--- src/bldc_ctl_pkg.sv ---
// Shared constants and types for the open-loop BLDC PWM control block
package bldc_ctl_pkg;

  // ----------------------------------------------------------------
  // Clock and timing
  // ----------------------------------------------------------------
  localparam int unsigned CLK_FREQ_HZ = 20_000_000;
  // Brake delay time in microseconds, the input inactive time before brake
  localparam int unsigned BRAKE_DELAY_TIME_US = 1000;
  // Longest time: rounded down to whole cycles
  localparam int unsigned BRAKE_CYCLES_DEF = (BRAKE_DELAY_TIME_US * (CLK_FREQ_HZ / 1000)) / 1000;

  // ----------------------------------------------------------------
  // Duty measurement
  // ----------------------------------------------------------------
  localparam int unsigned DUTY_W = 8;
  // Input period counter width: 5 Hz at 20 MHz needs 22 bits
  localparam int unsigned PER_W_DEF = 24;
  localparam logic [8:0] DUTY_FULL = 9'h100;
  localparam logic [8:0] DUTY_ZERO = 9'h000;

  // ----------------------------------------------------------------
  // Recirculation mode codes
  // ----------------------------------------------------------------
  localparam logic [2:0] RM_SLOW_HIGH = 3'h0;
  localparam logic [2:0] RM_SLOW_LOW = 3'h1;
  localparam logic [2:0] RM_SLOW_AUTO = 3'h2;
  localparam logic [2:0] RM_FAST = 3'h3;

  // ----------------------------------------------------------------
  // Sequencing counts
  // ----------------------------------------------------------------
  localparam logic [2:0] START_COMM_LAST = 3'h5;   // Six commutations after hold
  localparam logic [2:0] FAULT_LOW_PERIODS = 3'h3;
  localparam logic [2:0] FAULT_CYCLE_LAST = 3'h5;  // Three low plus three high
  localparam logic [1:0] SPD_ELEC_LAST = 2'h2;     // Three commutations per half wave
  localparam logic [7:0] MIX_FAST_SLOTS = 8'h40;   // Fast part of mixed decay, 25 %
  localparam logic [7:0] SLOT_LAST = 8'hff;
  localparam logic [8:0] OFF_TIME_SLOTS = 9'h100;  // One full bridge period

  // ----------------------------------------------------------------
  // Control states
  // ----------------------------------------------------------------
  typedef enum logic [2:0] {ST_STOP, ST_START, ST_RUN, ST_BRAKE, ST_FAULT} ctl_state_t;

endpackage

--- src/pin_sync.sv ---
// Two flip-flop synchroniser for asynchronous input levels
`timescale 1ns/1ps
module pin_sync #(
  parameter int unsigned W = 1
) (
  // Clock and reset
  input wire logic clk_sys_i,
  input wire logic reset_n_i,
  // Levels
  input wire logic [W-1:0] async_i,
  output logic [W-1:0] sync_o
);

  logic [W-1:0] meta_r;

  // First stage feeds only the second stage
  always_ff @(posedge clk_sys_i or negedge reset_n_i) begin
    if (!reset_n_i) begin
      meta_r <= '0;
      sync_o <= '0;
    end else begin
      meta_r <= async_i;
      sync_o <= meta_r;
    end
  end

endmodule

--- src/duty_meter.sv ---
// Input PWM period and duty measurement with a 9-bit duty counter
`timescale 1ns/1ps
module duty_meter import bldc_ctl_pkg::*; #(
  parameter int unsigned PER_W = PER_W_DEF
) (
  // Clock and reset
  input wire logic clk_sys_i,
  input wire logic reset_n_i,
  // Polarity-corrected input, high while active
  input wire logic active_i,
  // Results
  output logic [DUTY_W:0] duty_o,
  output logic [PER_W-1:0] period_o,
  output logic period_done_o
);

  logic act_d_r;
  logic [PER_W-1:0] per_cnt_r;
  logic [PER_W-DUTY_W-1:0] tick_cnt_r;
  logic [DUTY_W:0] hi_cnt_r;

  // A period ends at the end of each active phase
  wire fall = act_d_r & ~active_i;
  // Last period split into 256 ticks; active ticks give the duty directly
  wire [PER_W-DUTY_W-1:0] tick_len = period_o[PER_W-1:DUTY_W];
  wire tick = (tick_cnt_r + 1'b1 >= tick_len);
  wire per_sat = &per_cnt_r;
  wire hi_inc = tick & active_i & (hi_cnt_r != DUTY_FULL);

  // Measurement counters; the first period after reset is only a rough guess
  always_ff @(posedge clk_sys_i or negedge reset_n_i) begin
    if (!reset_n_i) begin
      act_d_r <= 1'b0;
      per_cnt_r <= '0;
      tick_cnt_r <= '0;
      hi_cnt_r <= '0;
      duty_o <= '0;
      period_o <= '0;
      period_done_o <= 1'b0;
    end else begin
      act_d_r <= active_i;
      period_done_o <= fall;
      if (fall) begin
        duty_o <= hi_cnt_r;
        period_o <= per_cnt_r;
        per_cnt_r <= PER_W'(1);
        tick_cnt_r <= '0;
        hi_cnt_r <= '0;
      end else begin
        per_cnt_r <= per_sat ? per_cnt_r : per_cnt_r + PER_W'(1);
        tick_cnt_r <= tick ? '0 : tick_cnt_r + (PER_W-DUTY_W)'(1);
        hi_cnt_r <= hi_inc ? hi_cnt_r + (DUTY_W+1)'(1) : hi_cnt_r;
      end
    end
  end

endmodule

--- src/open_loop_bldc_pwm_control.sv ---
// Open-loop PWM speed control, brake and sync-loss handling for a BLDC driver
//
// Overview of operation
// Direct mode: inactive input puts bridge in the selected recirculation mode.
// Decay choices: slow high-side, slow low-side, slow auto, fast without rectifying.
// Start sequence always uses mixed decay, ignoring the recirculation select.
// Direct mode: input drives bridge; only the current regulator may cut it.
// Speed output toggles at commutation or electrical cycle rate, as selected.
// Controller sets off-time longer than the external PWM period in direct mode.
// Direct mode: inactive beyond brake time with brake and run set enters brake.
// Brake turns on all low-side switches and all high-side switches off.
// Brake holds until input active; then start if run set and brake clear.
// Direct start ignores duty; inactivity beyond brake time aborts start to brake (here only if brake enable set, else to stop).
// Sync loss when motor speed drops below a quarter of start speed.
// Direct sync loss with restart: retry, fault low until six commutations.
// Direct sync loss without restart: fault stays until zero duty or run clear.
// Indirect mode: measure input duty, replay at bridge period set by select.
// Indirect mode: regulator off-time equals bridge period, synced to bridge PWM.
// Indirect duty is never clamped; zero to full passes through.
// Indirect sync loss: fault low three periods, high three, repeating.
// Indirect restart: two fault patterns, then reset sequencer and start again.
// Indirect without restart: fault pattern continues until zero duty or run clear.
// Indirect: inactive over twice last period forces bridge off.
// Indirect: one further inactive period enters brake if brake and run set.
// Indirect start: duty measured, withheld until six commutations; timeout brakes (here only if brake enable set, else stops).
// Polarity bit picks active level; duty measured by an 8-bit counter (hi_cnt_r here is 9 bits, 0 to 256).
// Run clear forces all gates low and stops commutation, over everything.
// Brake delay time is a parameter of this module.
`timescale 1ns/1ps
module open_loop_bldc_pwm_control import bldc_ctl_pkg::*; #(
  parameter int unsigned BRAKE_CYCLES = BRAKE_CYCLES_DEF,
  parameter int unsigned PER_W = PER_W_DEF
) (
  // Clock and reset
  input wire logic clk_sys_i,
  input wire logic reset_n_i,
  // Pins and comparators from outside the clock domain
  input wire logic pwm_pin_i,
  input wire logic ilim_cmp_i,
  // Configuration and control bits
  input wire logic run_i,
  input wire logic brake_enable_i,
  input wire logic auto_restart_enable_i,
  input wire logic input_polarity_invert_i,
  input wire logic indirect_mode_i,
  input wire logic speed_elec_sel_i,
  input wire logic [2:0] recirc_mode_sel_i,
  input wire logic [4:0] bridge_period_sel_i,
  // Start sequencer and commutation controller
  input wire logic seq_pwm_i,
  input wire logic seq_hold_done_i,
  input wire logic comm_tick_i,
  input wire logic comm_auto_high_i,
  input wire logic [2:0] comm_hi_phase_i,
  input wire logic [2:0] comm_lo_phase_i,
  input wire logic [15:0] motor_period_i,
  input wire logic [15:0] start_period_i,
  // Bridge gate drive
  output logic [2:0] gate_hs_o,
  output logic [2:0] gate_ls_o,
  // Open-drain fault pin and speed pin
  output logic error_flag_out_l_o,
  output logic error_flag_oe_l_o,
  output logic speed_pulse_out_o,
  // Sequencer requests and status
  output logic start_req_o,
  output logic seq_reset_o,
  output logic brake_active_o,
  output logic [DUTY_W:0] duty_o
);

  // ----------------------------------------------------------------
  // Functions
  // ----------------------------------------------------------------

  // Gate pattern {high, low} for the PWM-off part of the cycle
  function automatic logic [5:0] decay_gates(input logic [2:0] mode, input logic auto_high,
                                             input logic [2:0] hi, input logic [2:0] lo);
    logic [2:0] both;
    both = hi | lo;
    unique case (mode)
      RM_SLOW_HIGH: decay_gates = {both, 3'h0};
      RM_SLOW_LOW: decay_gates = {3'h0, both};
      RM_SLOW_AUTO: decay_gates = auto_high ? {both, 3'h0} : {3'h0, both};
      default: decay_gates = 6'h00;
    endcase
  endfunction

  // ----------------------------------------------------------------
  // Input conditioning and measurement
  // ----------------------------------------------------------------

  logic [1:0] in_sync;
  logic [PER_W-1:0] per_meas;
  logic per_done;

  pin_sync #(
    .W(2)
  ) u_pin_sync (
    .clk_sys_i(clk_sys_i),
    .reset_n_i(reset_n_i),
    .async_i({ilim_cmp_i, pwm_pin_i}),
    .sync_o(in_sync)
  );

  // Active level after polarity correction
  wire pwm_act = in_sync[0] ^ input_polarity_invert_i;
  wire ilim = in_sync[1];

  duty_meter #(
    .PER_W(PER_W)
  ) u_duty_meter (
    .clk_sys_i(clk_sys_i),
    .reset_n_i(reset_n_i),
    .active_i(pwm_act),
    .duty_o(duty_o),
    .period_o(per_meas),
    .period_done_o(per_done)
  );

  // ----------------------------------------------------------------
  // Inactivity timing
  // ----------------------------------------------------------------

  logic [PER_W+1:0] inact_r;
  wire inact_sat = &inact_r;
  wire [PER_W+1:0] per_x2 = {1'b0, per_meas, 1'b0};
  wire [PER_W+1:0] per_x3 = per_x2 + {2'b00, per_meas};

  // Indirect timeouts scale with the last measured input period
  wire ind_forced_off = (inact_r > per_x2);
  wire ind_brake_due = (inact_r > per_x3);
  wire dir_brake_due = (inact_r > (PER_W+2)'(BRAKE_CYCLES));
  wire brake_due = indirect_mode_i ? ind_brake_due : dir_brake_due;
  // Zero duty: held inactive in direct mode, measured zero or forced off in indirect mode
  wire zero_duty = indirect_mode_i ? ((duty_o == DUTY_ZERO) | ind_forced_off) : dir_brake_due;
  // Speed below a quarter of start speed means period over four times start
  wire sync_lost = ({2'b00, motor_period_i} > {start_period_i, 2'b00});

  // Saturating count of inactive cycles, cleared by any active cycle
  always_ff @(posedge clk_sys_i or negedge reset_n_i) begin
    if (!reset_n_i) begin
      inact_r <= '0;
    end else begin
      inact_r <= pwm_act ? '0 : (inact_sat ? inact_r : inact_r + (PER_W+2)'(1));
    end
  end

  // ----------------------------------------------------------------
  // Bridge PWM timebase and current regulator
  // ----------------------------------------------------------------

  logic [4:0] pre_r;
  logic [7:0] slot_r;
  logic lim_latch_r;
  logic [8:0] off_left_r;
  logic [7:0] decay_r;

  // Bridge period is 256 slots of (select + 1) clocks each
  wire slot_tick = (pre_r == bridge_period_sel_i);
  wire slot_wrap = slot_tick & (slot_r == SLOT_LAST);
  // Nine-bit compare lets a full-scale duty stay on for the whole period
  wire bridge_on = ({1'b0, slot_r} < duty_o);
  wire off_busy = (off_left_r != 9'h000);
  wire reg_off = indirect_mode_i ? lim_latch_r : off_busy;
  wire mix_fast = (decay_r < MIX_FAST_SLOTS);

  // Prescaler and slot counter run freely so the off-time stays in step
  always_ff @(posedge clk_sys_i or negedge reset_n_i) begin
    if (!reset_n_i) begin
      pre_r <= '0;
      slot_r <= '0;
    end else begin
      pre_r <= slot_tick ? 5'h00 : pre_r + 5'h01;
      slot_r <= slot_tick ? slot_r + 8'h01 : slot_r;
    end
  end

  // Indirect regulator: a trip holds PWM-off until the bridge period ends.
  // Set wins over the end-of-period clear so no trip is lost.
  always_ff @(posedge clk_sys_i or negedge reset_n_i) begin
    if (!reset_n_i) begin
      lim_latch_r <= 1'b0;
    end else begin
      lim_latch_r <= ilim | (lim_latch_r & ~slot_wrap);
    end
  end

  // Direct regulator: fixed off-time of one bridge period from the trip.
  // Only ever forces off, since it is longer than the external period.
  always_ff @(posedge clk_sys_i or negedge reset_n_i) begin
    if (!reset_n_i) begin
      off_left_r <= '0;
    end else if (ilim & ~off_busy) begin
      off_left_r <= OFF_TIME_SLOTS;
    end else if (slot_tick & off_busy) begin
      off_left_r <= off_left_r - 9'h001;
    end
  end

  // ----------------------------------------------------------------
  // Control state machine
  // ----------------------------------------------------------------

  ctl_state_t st_r;
  ctl_state_t st_nxt;
  logic [2:0] comm_cnt_r;
  logic [2:0] comm_cnt_nxt;
  logic [2:0] fpat_r;
  logic [2:0] fpat_nxt;
  logic frep_r;
  logic frep_nxt;
  logic hold_r;
  logic hold_nxt;
  logic start_nxt;
  logic seqrst_nxt;

  wire restart_ok = run_i & auto_restart_enable_i & ~zero_duty;
  wire comm_step = comm_tick_i & seq_hold_done_i;

  // Next state, start and restart requests, fault pattern counting
  always_comb begin
    st_nxt = st_r;
    comm_cnt_nxt = comm_cnt_r;
    fpat_nxt = fpat_r;
    frep_nxt = frep_r;
    hold_nxt = hold_r;
    start_nxt = 1'b0;
    seqrst_nxt = 1'b0;
    unique case (st_r)
      ST_STOP: begin
        if (run_i & brake_enable_i & brake_due) begin
          st_nxt = ST_BRAKE;
        end else if (run_i & pwm_act) begin
          st_nxt = ST_START;
          start_nxt = 1'b1;
          comm_cnt_nxt = 3'h0;
        end
      end
      ST_START: begin
        if (brake_due) begin
          st_nxt = brake_enable_i ? ST_BRAKE : ST_STOP;
          hold_nxt = 1'b0;
        end else if (comm_step) begin
          if (comm_cnt_r == START_COMM_LAST) begin
            st_nxt = ST_RUN;
            hold_nxt = 1'b0;
          end else begin
            comm_cnt_nxt = comm_cnt_r + 3'h1;
          end
        end
      end
      ST_RUN: begin
        if (sync_lost) begin
          st_nxt = ST_FAULT;
          fpat_nxt = 3'h0;
          frep_nxt = 1'b0;
        end else if (brake_enable_i & brake_due) begin
          st_nxt = ST_BRAKE;
        end
      end
      ST_BRAKE: begin
        if (pwm_act) begin
          st_nxt = brake_enable_i ? ST_STOP : ST_START;
          start_nxt = ~brake_enable_i;
          comm_cnt_nxt = 3'h0;
        end
      end
      ST_FAULT: begin
        if (zero_duty) begin
          st_nxt = ST_STOP;
        end else if (!indirect_mode_i) begin
          if (restart_ok) begin
            st_nxt = ST_START;
            start_nxt = 1'b1;
            seqrst_nxt = 1'b1;
            hold_nxt = 1'b1;
            comm_cnt_nxt = 3'h0;
          end
        end else if (per_done) begin
          fpat_nxt = (fpat_r == FAULT_CYCLE_LAST) ? 3'h0 : fpat_r + 3'h1;
          if (fpat_r == FAULT_CYCLE_LAST) begin
            frep_nxt = ~frep_r;
            if (frep_r & restart_ok) begin
              st_nxt = ST_START;
              start_nxt = 1'b1;
              seqrst_nxt = 1'b1;
              comm_cnt_nxt = 3'h0;
            end
          end
        end
      end
      default: st_nxt = ST_STOP;
    endcase
    // Run clear overrides every other control input
    if (!run_i) begin
      st_nxt = ST_STOP;
      hold_nxt = 1'b0;
      start_nxt = 1'b0;
      seqrst_nxt = 1'b0;
    end
  end

  // State register and sequencing counters
  always_ff @(posedge clk_sys_i or negedge reset_n_i) begin
    if (!reset_n_i) begin
      st_r <= ST_STOP;
      comm_cnt_r <= '0;
      fpat_r <= '0;
      frep_r <= 1'b0;
      hold_r <= 1'b0;
    end else begin
      st_r <= st_nxt;
      comm_cnt_r <= comm_cnt_nxt;
      fpat_r <= fpat_nxt;
      frep_r <= frep_nxt;
      hold_r <= hold_nxt;
    end
  end

  // ----------------------------------------------------------------
  // Bridge drive selection
  // ----------------------------------------------------------------

  logic pwm_on;
  logic [5:0] gate_nxt;

  // Direct mode passes the pin; indirect replays measured duty.
  // During start the sequencer owns the duty, input duty is not used.
  wire dir_on = pwm_act & ~reg_off;
  wire ind_on = bridge_on & ~reg_off & ~ind_forced_off;
  wire [2:0] mode_eff = (st_r == ST_START) ? (mix_fast ? RM_FAST : RM_SLOW_LOW)
                                           : recirc_mode_sel_i;
  wire [5:0] off_gates = decay_gates(mode_eff, comm_auto_high_i, comm_hi_phase_i,
                                     comm_lo_phase_i);

  always_comb begin
    unique case (st_r)
      ST_START: pwm_on = seq_pwm_i & ~reg_off;
      ST_RUN: pwm_on = indirect_mode_i ? ind_on : dir_on;
      default: pwm_on = 1'b0;
    endcase
  end

  // Gate pattern for the next cycle
  always_comb begin
    gate_nxt = 6'h00;
    if (!run_i) begin
      gate_nxt = 6'h00;
    end else if (st_r == ST_BRAKE) begin
      gate_nxt = {3'h0, 3'h7};
    end else if ((st_r == ST_START) || (st_r == ST_RUN)) begin
      gate_nxt = pwm_on ? {comm_hi_phase_i, comm_lo_phase_i} : off_gates;
    end
  end

  // Slots spent in PWM-off, used to time the fast part of mixed decay
  always_ff @(posedge clk_sys_i or negedge reset_n_i) begin
    if (!reset_n_i) begin
      decay_r <= '0;
    end else if (pwm_on) begin
      decay_r <= '0;
    end else if (slot_tick & (decay_r != SLOT_LAST)) begin
      decay_r <= decay_r + 8'h01;
    end
  end

  // ----------------------------------------------------------------
  // Speed and fault outputs
  // ----------------------------------------------------------------

  logic [1:0] spd_cnt_r;
  wire spd_last = ~speed_elec_sel_i | (spd_cnt_r == SPD_ELEC_LAST);
  // Fault is low for the whole direct fault or restart, patterned in indirect
  wire fault_low = hold_r |
                   ((st_r == ST_FAULT) & (~indirect_mode_i | (fpat_r < FAULT_LOW_PERIODS)));

  // Speed pin: half wave is one commutation, or three for a full electrical cycle
  always_ff @(posedge clk_sys_i or negedge reset_n_i) begin
    if (!reset_n_i) begin
      spd_cnt_r <= '0;
      speed_pulse_out_o <= 1'b0;
    end else if (comm_tick_i & run_i) begin
      spd_cnt_r <= spd_last ? 2'h0 : spd_cnt_r + 2'h1;
      speed_pulse_out_o <= spd_last ? ~speed_pulse_out_o : speed_pulse_out_o;
    end
  end

  // Registered outputs; the fault pin only ever pulls low
  always_ff @(posedge clk_sys_i or negedge reset_n_i) begin
    if (!reset_n_i) begin
      gate_hs_o <= '0;
      gate_ls_o <= '0;
      error_flag_out_l_o <= 1'b0;
      error_flag_oe_l_o <= 1'b1;
      start_req_o <= 1'b0;
      seq_reset_o <= 1'b0;
      brake_active_o <= 1'b0;
    end else begin
      gate_hs_o <= gate_nxt[5:3];
      gate_ls_o <= gate_nxt[2:0];
      error_flag_out_l_o <= 1'b0;
      error_flag_oe_l_o <= ~fault_low;
      start_req_o <= start_nxt;
      seq_reset_o <= seqrst_nxt;
      brake_active_o <= (st_nxt == ST_BRAKE);
    end
  end

endmodule

--- config.mk ---
export PLATFORM = sky130hd
export DESIGN_NAME = open_loop_bldc_pwm_control
export DESIGN_NICKNAME = d
export VERILOG_FILES = /design/src/bldc_ctl_pkg.sv /design/src/pin_sync.sv /design/src/duty_meter.sv /design/src/open_loop_bldc_pwm_control.sv
export SDC_FILE = /design/constraint.sdc
export NUM_CORES = 1
export LEC_CHECK = 0
export ABC_AREA = 1
export BUFFER_PORTS_ARGS = -buffer_cell sky130_fd_sc_hd__clkbuf_2
export CAP_MARGIN = 20
export CORE_ASPECT_RATIO = 1.25
export CORE_MARGIN = 2
export CORE_UTILIZATION = 35
export CTS_BUF_LIST = sky130_fd_sc_hd__clkbuf_8
export CTS_CLUSTER_SIZE = 12
export DETAILED_ROUTE_END_ITERATION = 16
export GPL_TIMING_DRIVEN = 0
export REMOVE_ABC_BUFFERS = 1
export SLEW_MARGIN = 20
export SYNTH_ARGS = -nofsm -noshare
export SYNTH_HDL_FRONTEND = slang
export SYNTH_SLANG_ARGS = --single-unit
--- constraint.sdc ---
create_clock -name clk_sys_i -period 6.19 [get_ports clk_sys_i]
set_input_delay 1.857 -clock clk_sys_i [delete_from_list [all_inputs] [get_ports clk_sys_i]]
set_output_delay 1.857 -clock clk_sys_i [all_outputs]
set_load 0.01 [all_outputs]
# Yosys cells after proc, flatten, opt, wreduce, memory -nomap -nowiden
# Index checks and enable logic that the tools add are counted.
[word_totals] ff_bits=169 input_bits=60
[classes] addsub=12 n_lt_le_gt_ge=8 n_eq_ne=37 n_mux=91 bitwise=41 n_reduce_logical=17
[op_table] operator="3-bit two-way mux" count=33
[op_table] operator="26-bit two-way mux" count=2
[op_table] operator="24-bit two-way mux" count=2
[op_table] operator="9-bit two-way mux" count=4
[op_table] operator="16-bit two-way mux" count=2
[op_table] operator="6-bit two-way mux" count=5
[op_table] operator="1-bit two-way mux" count=29
[op_table] operator="25-bit by 24-bit adder with 26-bit output" count=1
[op_table] operator="26-bit by 1-bit adder with 26-bit output, second input constant" count=1
[op_table] operator="26-bit by 15-bit > comparator with 1-bit output, second input constant" count=1
[op_table] operator="26-bit by 25-bit > comparator with 1-bit output" count=1
[op_table] operator="26-bit > comparator" count=1
[op_table] operator="26-bit AND reduction" count=1
[op_table] operator="24-bit by 1-bit adder with 24-bit output, second input constant" count=1
[op_table] operator="24-bit AND reduction" count=1
[op_table] operator="1-bit bitwise AND" count=22
[op_table] operator="2-bit != test, second input constant" count=11
[op_table] operator="16-bit by 18-bit > comparator with 1-bit output" count=1
[op_table] operator="3-bit != test, second input constant" count=6
[op_table] operator="6-bit case mux with 3 select lines" count=1
[op_table] operator="16-bit by 1-bit adder with 16-bit output, second input constant" count=1
[op_table] operator="8-bit by 1-bit adder with 8-bit output, second input constant" count=2
[op_table] operator="16-bit greater-or-equal comparator" count=1
[op_table] operator="8-bit two-way mux" count=2
[op_table] operator="41 further kinds" count=74

# Logic depth before layout (Yosys ltp)
[depth] word_depth=14 mapped_depth=29 depth_no_buf=29

# By module
# A second synthesis with hierarchy kept.
[hier_totals] hier_cells=1706 hier_area_um2=12558.3
[by_module_without_submodules] module="open_loop_bldc_pwm_control" instances=1 cells_per_inst=1100 area_each_um2=7856.3 seq_area_each_um2=2028.2
[by_module_without_submodules] module="duty_meter" instances=1 cells_per_inst=602 area_each_um2=4601.9 seq_area_each_um2=2102.0
[by_module_without_submodules] module="pin_sync" instances=1 cells_per_inst=4 area_each_um2=100.1 seq_area_each_um2=100.1

# Worst setup path before layout
# No wires, ideal clock.
[synth_timing] path_type="register to register" from="reg u_duty_meter.period_o[1]" to="reg comm_cnt_r[0]" setup_time_ps=117 t_arrival_ps=3340 path_slack_ps=2733 stages_incl_launch_ff=26 path_buffers=0 period_less_slack_ps=3457 path_cell_list="dfrtp_1 ha_1 fa_1 a21oi_1 o21bai_1 nand2_1 nand2_1 nand2_1 a21oi_1 a21oi_1 nor3_1 nor2_1 xor2_1 ha_1 a21oi_1 o21ai_0 a21oi_1 nand3_1 nand2_1 nand2_1 nand2_1 nand2_1 nand2_1 nand3_1 nand2_1 nand2_1"
[synth_between] elab_chain_cells=8 word_cells_on_any_way=16 classes_between="add/sub (1); order compare (2); eq/ne (5); mux (2); bitwise (5); reduce/logical (1)"
[synth_rtl] item="from (decl)" line_no="duty_meter.sv:13" source="output logic [PER_W-1:0] period_o,"
[synth_rtl] item="from (signal assigned)" line_no="duty_meter.sv:45" source="period_o <= per_cnt_r;"
[synth_rtl] item="branches (longest 7 deep; another with 25-bit by 24-bit adder with 26-bit output)"
[synth_rtl] item="12-bit AND reduction (no line) (*)"
[synth_rtl] item="to (signal assigned)" line_no="open_loop_bldc_pwm_control.sv:314" source="comm_cnt_r <= comm_cnt_nxt;"
[synth_rtl] item="to (decl)" line_no="open_loop_bldc_pwm_control.sv:207" source="logic [2:0] comm_cnt_r;"
# Every way passes the cells marked *.
# A chain may end at the register's enable or synchronous reset.

# Worst setup path after layout
[layout_timing] from="in input_polarity_invert_i" to="reg u_duty_meter.per_cnt_r[0]"
[layout_between] elab_chain_cells=4 word_cells_on_any_way=5 classes_between="eq/ne (1); mux (1); bitwise (3)"
[layout_rtl] item="from (decl)" line_no="open_loop_bldc_pwm_control.sv:44" source="input wire logic input_polarity_invert_i,"
[layout_rtl] item="1-bit XOR (*)" line_no="open_loop_bldc_pwm_control.sv:107" source="wire pwm_act = in_sync[0] ^ input_polarity_invert_i;"
[layout_rtl] item="1-bit inverter (*)" line_no="duty_meter.sv:23" source="wire fall = act_d_r & ~active_i;"
[layout_rtl] item="1-bit bitwise AND (*)" line_no="duty_meter.sv:23"
[layout_rtl] item="2-bit by 1-bit != test with 1-bit output (no line) / 24-bit two-way mux (equally long branches)"
[layout_rtl] item="to (signal assigned)" line_no="duty_meter.sv:50" source="per_cnt_r <= per_sat ? per_cnt_r : per_cnt_r + PER_W'(1);"
[layout_rtl] item="to (decl)" line_no="duty_meter.sv:18" source="logic [PER_W-1:0] per_cnt_r;"
# Every way passes the cells marked *; elsewhere a longest branch is shown, timed or not.

==> flow_summary.ini <==
[clock_network]
cts_max_level = 4
cts_resized = 0
clk_path_buf_depth = 2
cts.sinks = 169
cts_tree = done
hold_buffers = 0
post_cts_buffers = 0
clkLatencyLatePin_ns = 0.49
cts_root_buf = clkbuf_8
cts_buffers = 17
cts.clk_slew.worst_paths_ns = 0.09

[logic_synthesis]
synth_top_area_cell = dfrtp_1
synthArstFlopShare_pct = 100
ys_seq_elements = 169
syn_inst = 1591
synthTopCellsByArea = dfrtp_1 (35%), ha_1 (13%), nand2_1 (9.3%)
syn_area_per_cell_sq_um = 7.55
synth_flop_cell = dfrtp_1
synth_edf_count = 0
ys_types = 60
yosys_warnings = 0
yosysTopAreaCellShare_pct = 35.0
mappedNetlistArea_sq_um = 12000
yosysSeqAreaShare_pct = 35.2

[drt]
num_vias = 10700
dr.pass1.iters = 5
drcViolationCount = 0
viasPerCell = 5.05
drt_iter0_markers = 632
wl_per_cell_um = 13.8
totalWireLength_um = 29100
postRouteAntennaNets = 0

[finish]
area_delta_synth_final_pct = 11.8
layout_commonest_cell = nand2_1
final_cell_mix = nand2_1 (299), inv_1 (242), dfrtp_1 (168)
drive_above_1_share_pct = 10.3
post-route-util_pct = 39.9
num-nets-final = 1859

[floorplanning]
start_util_pct = 35.7
die_area_sq_um = 35800
core_area_sq_um = 33700
die_h_um = 211
pin_count = 81
row_count = 75
dieWidth_um = 170

[sta]
timing.fmax_mhz = 214
final.setup.tns_ns = 0
whs_ns = 0.369
slew_headroom_pct = 41.6
hold_violations = 0
min_period_over_period_pct = 75.5
post-route-min-period_ns = 4.67
slew_viol_final = 0
clock_skew_ns = 0.0171
max_slew.worst_pin.slew_ns = 0.875
rsz0062_at_grt = no
final-setup-viol-count = 0

[critical_path]
crit_end = u_duty_meter.per_cnt_r[0]$_DFFE_PN0P_
cp-startpoint = input_polarity_invert_i
reg2reg_depth = 25
critPathKind = in2reg
r2r_start = u_duty_meter.period_o[0]$_DFFE_PN0P_
end_kind = flip-flop
critPathRequiredTime_ns = 6.59
arrival_ns = 5.07
critPathLaunchType = primary input
critPathMaxStageDelay_ns = 0.71
worstReg2RegEnd = comm_cnt_r[2]$_DFFE_PN0P_
path_cells = clkbuf_2 -> xnor2_4 -> inv_1 -> nor2_4 -> inv_1 -> buf_16 -> nand3_1 -> o21ai_0 -> o21ai_0
critPathMaxFanout = 32
slowest_stage = xnor2_4
reg2reg_setup_slack_ns = 1.95

[global_routing]
grt_max_degree = 64
overflow = 0
grt_pass1_wl_um = 49700
antenna_found_initial = 0
grt_use_total_pct = 16.9
grt_pass1_vias = 10700

[place]
place.gp.congestion = 0.885
place_hpwl_um = 23000
portBuffers = 79

[power_and_ir_drop]
clkPwrFrac_pct = 27.9
leakage_uw = 0.00659
p_int_uw = 2070
pwr-share-comb_pct = 30.1
p_per_area_nw_per_um2 = 244
power.switching_uw = 1210
sw_frac_of_total_pct = 36.9
share_seq_of_total_power_pct = 42.0
ir_drop_v = 0.000176

[job]
maxCapViolCount = 0

[worst_hold_path]
hold_path_class = reg2reg

[status]
status = finished, final reports clean
==> cell families (layout without fill, tap and decap cells) <==
logic type,Yosys count,in the layout,synth area share (%)
flops,169,169,35.2
simple gates,700,700,26.6
compound gates,273,273,12.4
fa+ha+maj,125,125,13.1
xor+xnor,57,57,4.22
other cells,1,2,0.0312
buf+inv,266,362,8.51
==> metrics by stage <==
step / power, uW / setup WS, ns / cells / instance area, sq um
2_1_floorplan: 2070 / -0.206 / 1572 / 11900
3_3_place_gp: 2350 / -3.67 / 2074 / 12800
3_5_place_dp: 2390 / 0.759 / 2077 / 12900
4_1_cts: 3320 / 1.31 / 2109 / 13400
5_1_grt: 3540 / 1.27 / 2110 / 13400
6_report: 3280 / 1.52 / 2111 / 13400
==> per-layer routing <==
metal | routed length (um) | share of wire [%] | track usage (%)
met1 | 12500 | 43 | 19.8
met2 | 14800 | 51 | 31.1
met3 | 870 | 3.0 | 2.19
met4 | 852 | 2.9 | 6.78
met5 | 0 | 0 | 0
==> registers in the layout, indices dropped and copies added (netlist names), 9 cells and up <==
name,cells
u_duty_meter.hi_cnt_r,9
u_duty_meter.per_cnt_r,24
inact_r,26
off_left_r,9
u_duty_meter.duty_o,9
u_duty_meter.period_o,24
u_duty_meter.tick_cnt_r,16
==> cell type report <==
cell class,count,area [sq um]
fillers,3431,20300
well taps,423,529
clock buffers,18,248
flip-flops and latches,169,4230
diodes,1,2.50
inverters,247,927
clock inverters,14,209
repair buffers,83,507
multi-input cells,1156,6780
==> cells in the mapped netlist, drive strengths merged, types with 2 or more instances <==
| cell | number |
|---|---|
| nand2 | 315 |
| inv | 247 |
| nor2 | 169 |
| dfrtp | 168 |
| ha | 124 |
| a21oi | 116 |
| o21ai | 109 |
| nand3 | 88 |
| nor3 | 63 |
| xor2 | 42 |
| nand4 | 33 |
| xnor2 | 15 |
| a31oi | 14 |
| clkbuf | 12 |
| nor4 | 12 |
| buf | 7 |
| a211oi | 6 |
| nand3b | 5 |
| nor3b | 5 |
| o21bai | 5 |
| or2 | 5 |
| o21a | 4 |
| a21o | 3 |
| o22ai | 3 |
| a22oi | 2 |
| and2 | 2 |
| and3 | 2 |
| o211ai | 2 |
| o31ai | 2 |
==> worst max-delay path: cells and delay by family <==
kind | cells | cell delay [ns]
xor+xnor | 1 | 0.71
simple gates | 2 | 0.87
buf+inv | 4 | 1.41
compound gates | 2 | 0.18
==> how the worst min path moves through the flow <==
stage                                         startpoint                             end  slack [ns]  depth (start not counted)
after floorplan           u_pin_sync.meta_r[0]$_DFF_PN0_  u_pin_sync.sync_o[0]$_DFF_PN0_        0.33                          0
after detailed placement  u_pin_sync.meta_r[1]$_DFF_PN0_  u_pin_sync.sync_o[1]$_DFF_PN0_        0.35                          0
final                     u_pin_sync.meta_r[0]$_DFF_PN0_  u_pin_sync.sync_o[0]$_DFF_PN0_        0.37                          0
after global placement    u_pin_sync.meta_r[0]$_DFF_PN0_  u_pin_sync.sync_o[0]$_DFF_PN0_        0.33                          0
after global routing      u_pin_sync.meta_r[0]$_DFF_PN0_  u_pin_sync.sync_o[0]$_DFF_PN0_        0.38                          0
after CTS                 u_pin_sync.meta_r[1]$_DFF_PN0_  u_pin_sync.sync_o[1]$_DFF_PN0_        0.38                          0
==> power groups by stage <==
stage / combinational, uW / clock, uW / sequential, uW
floorplan: 700 / 0 / 1370
global placement: 951 / 0 / 1400
detailed placement: 989 / 0 / 1400
CTS: 993 / 947 / 1380
global route: 1150 / 988 / 1400
finish: 988 / 914 / 1380
No activity file was read; power rests on OpenSTA's default activity.
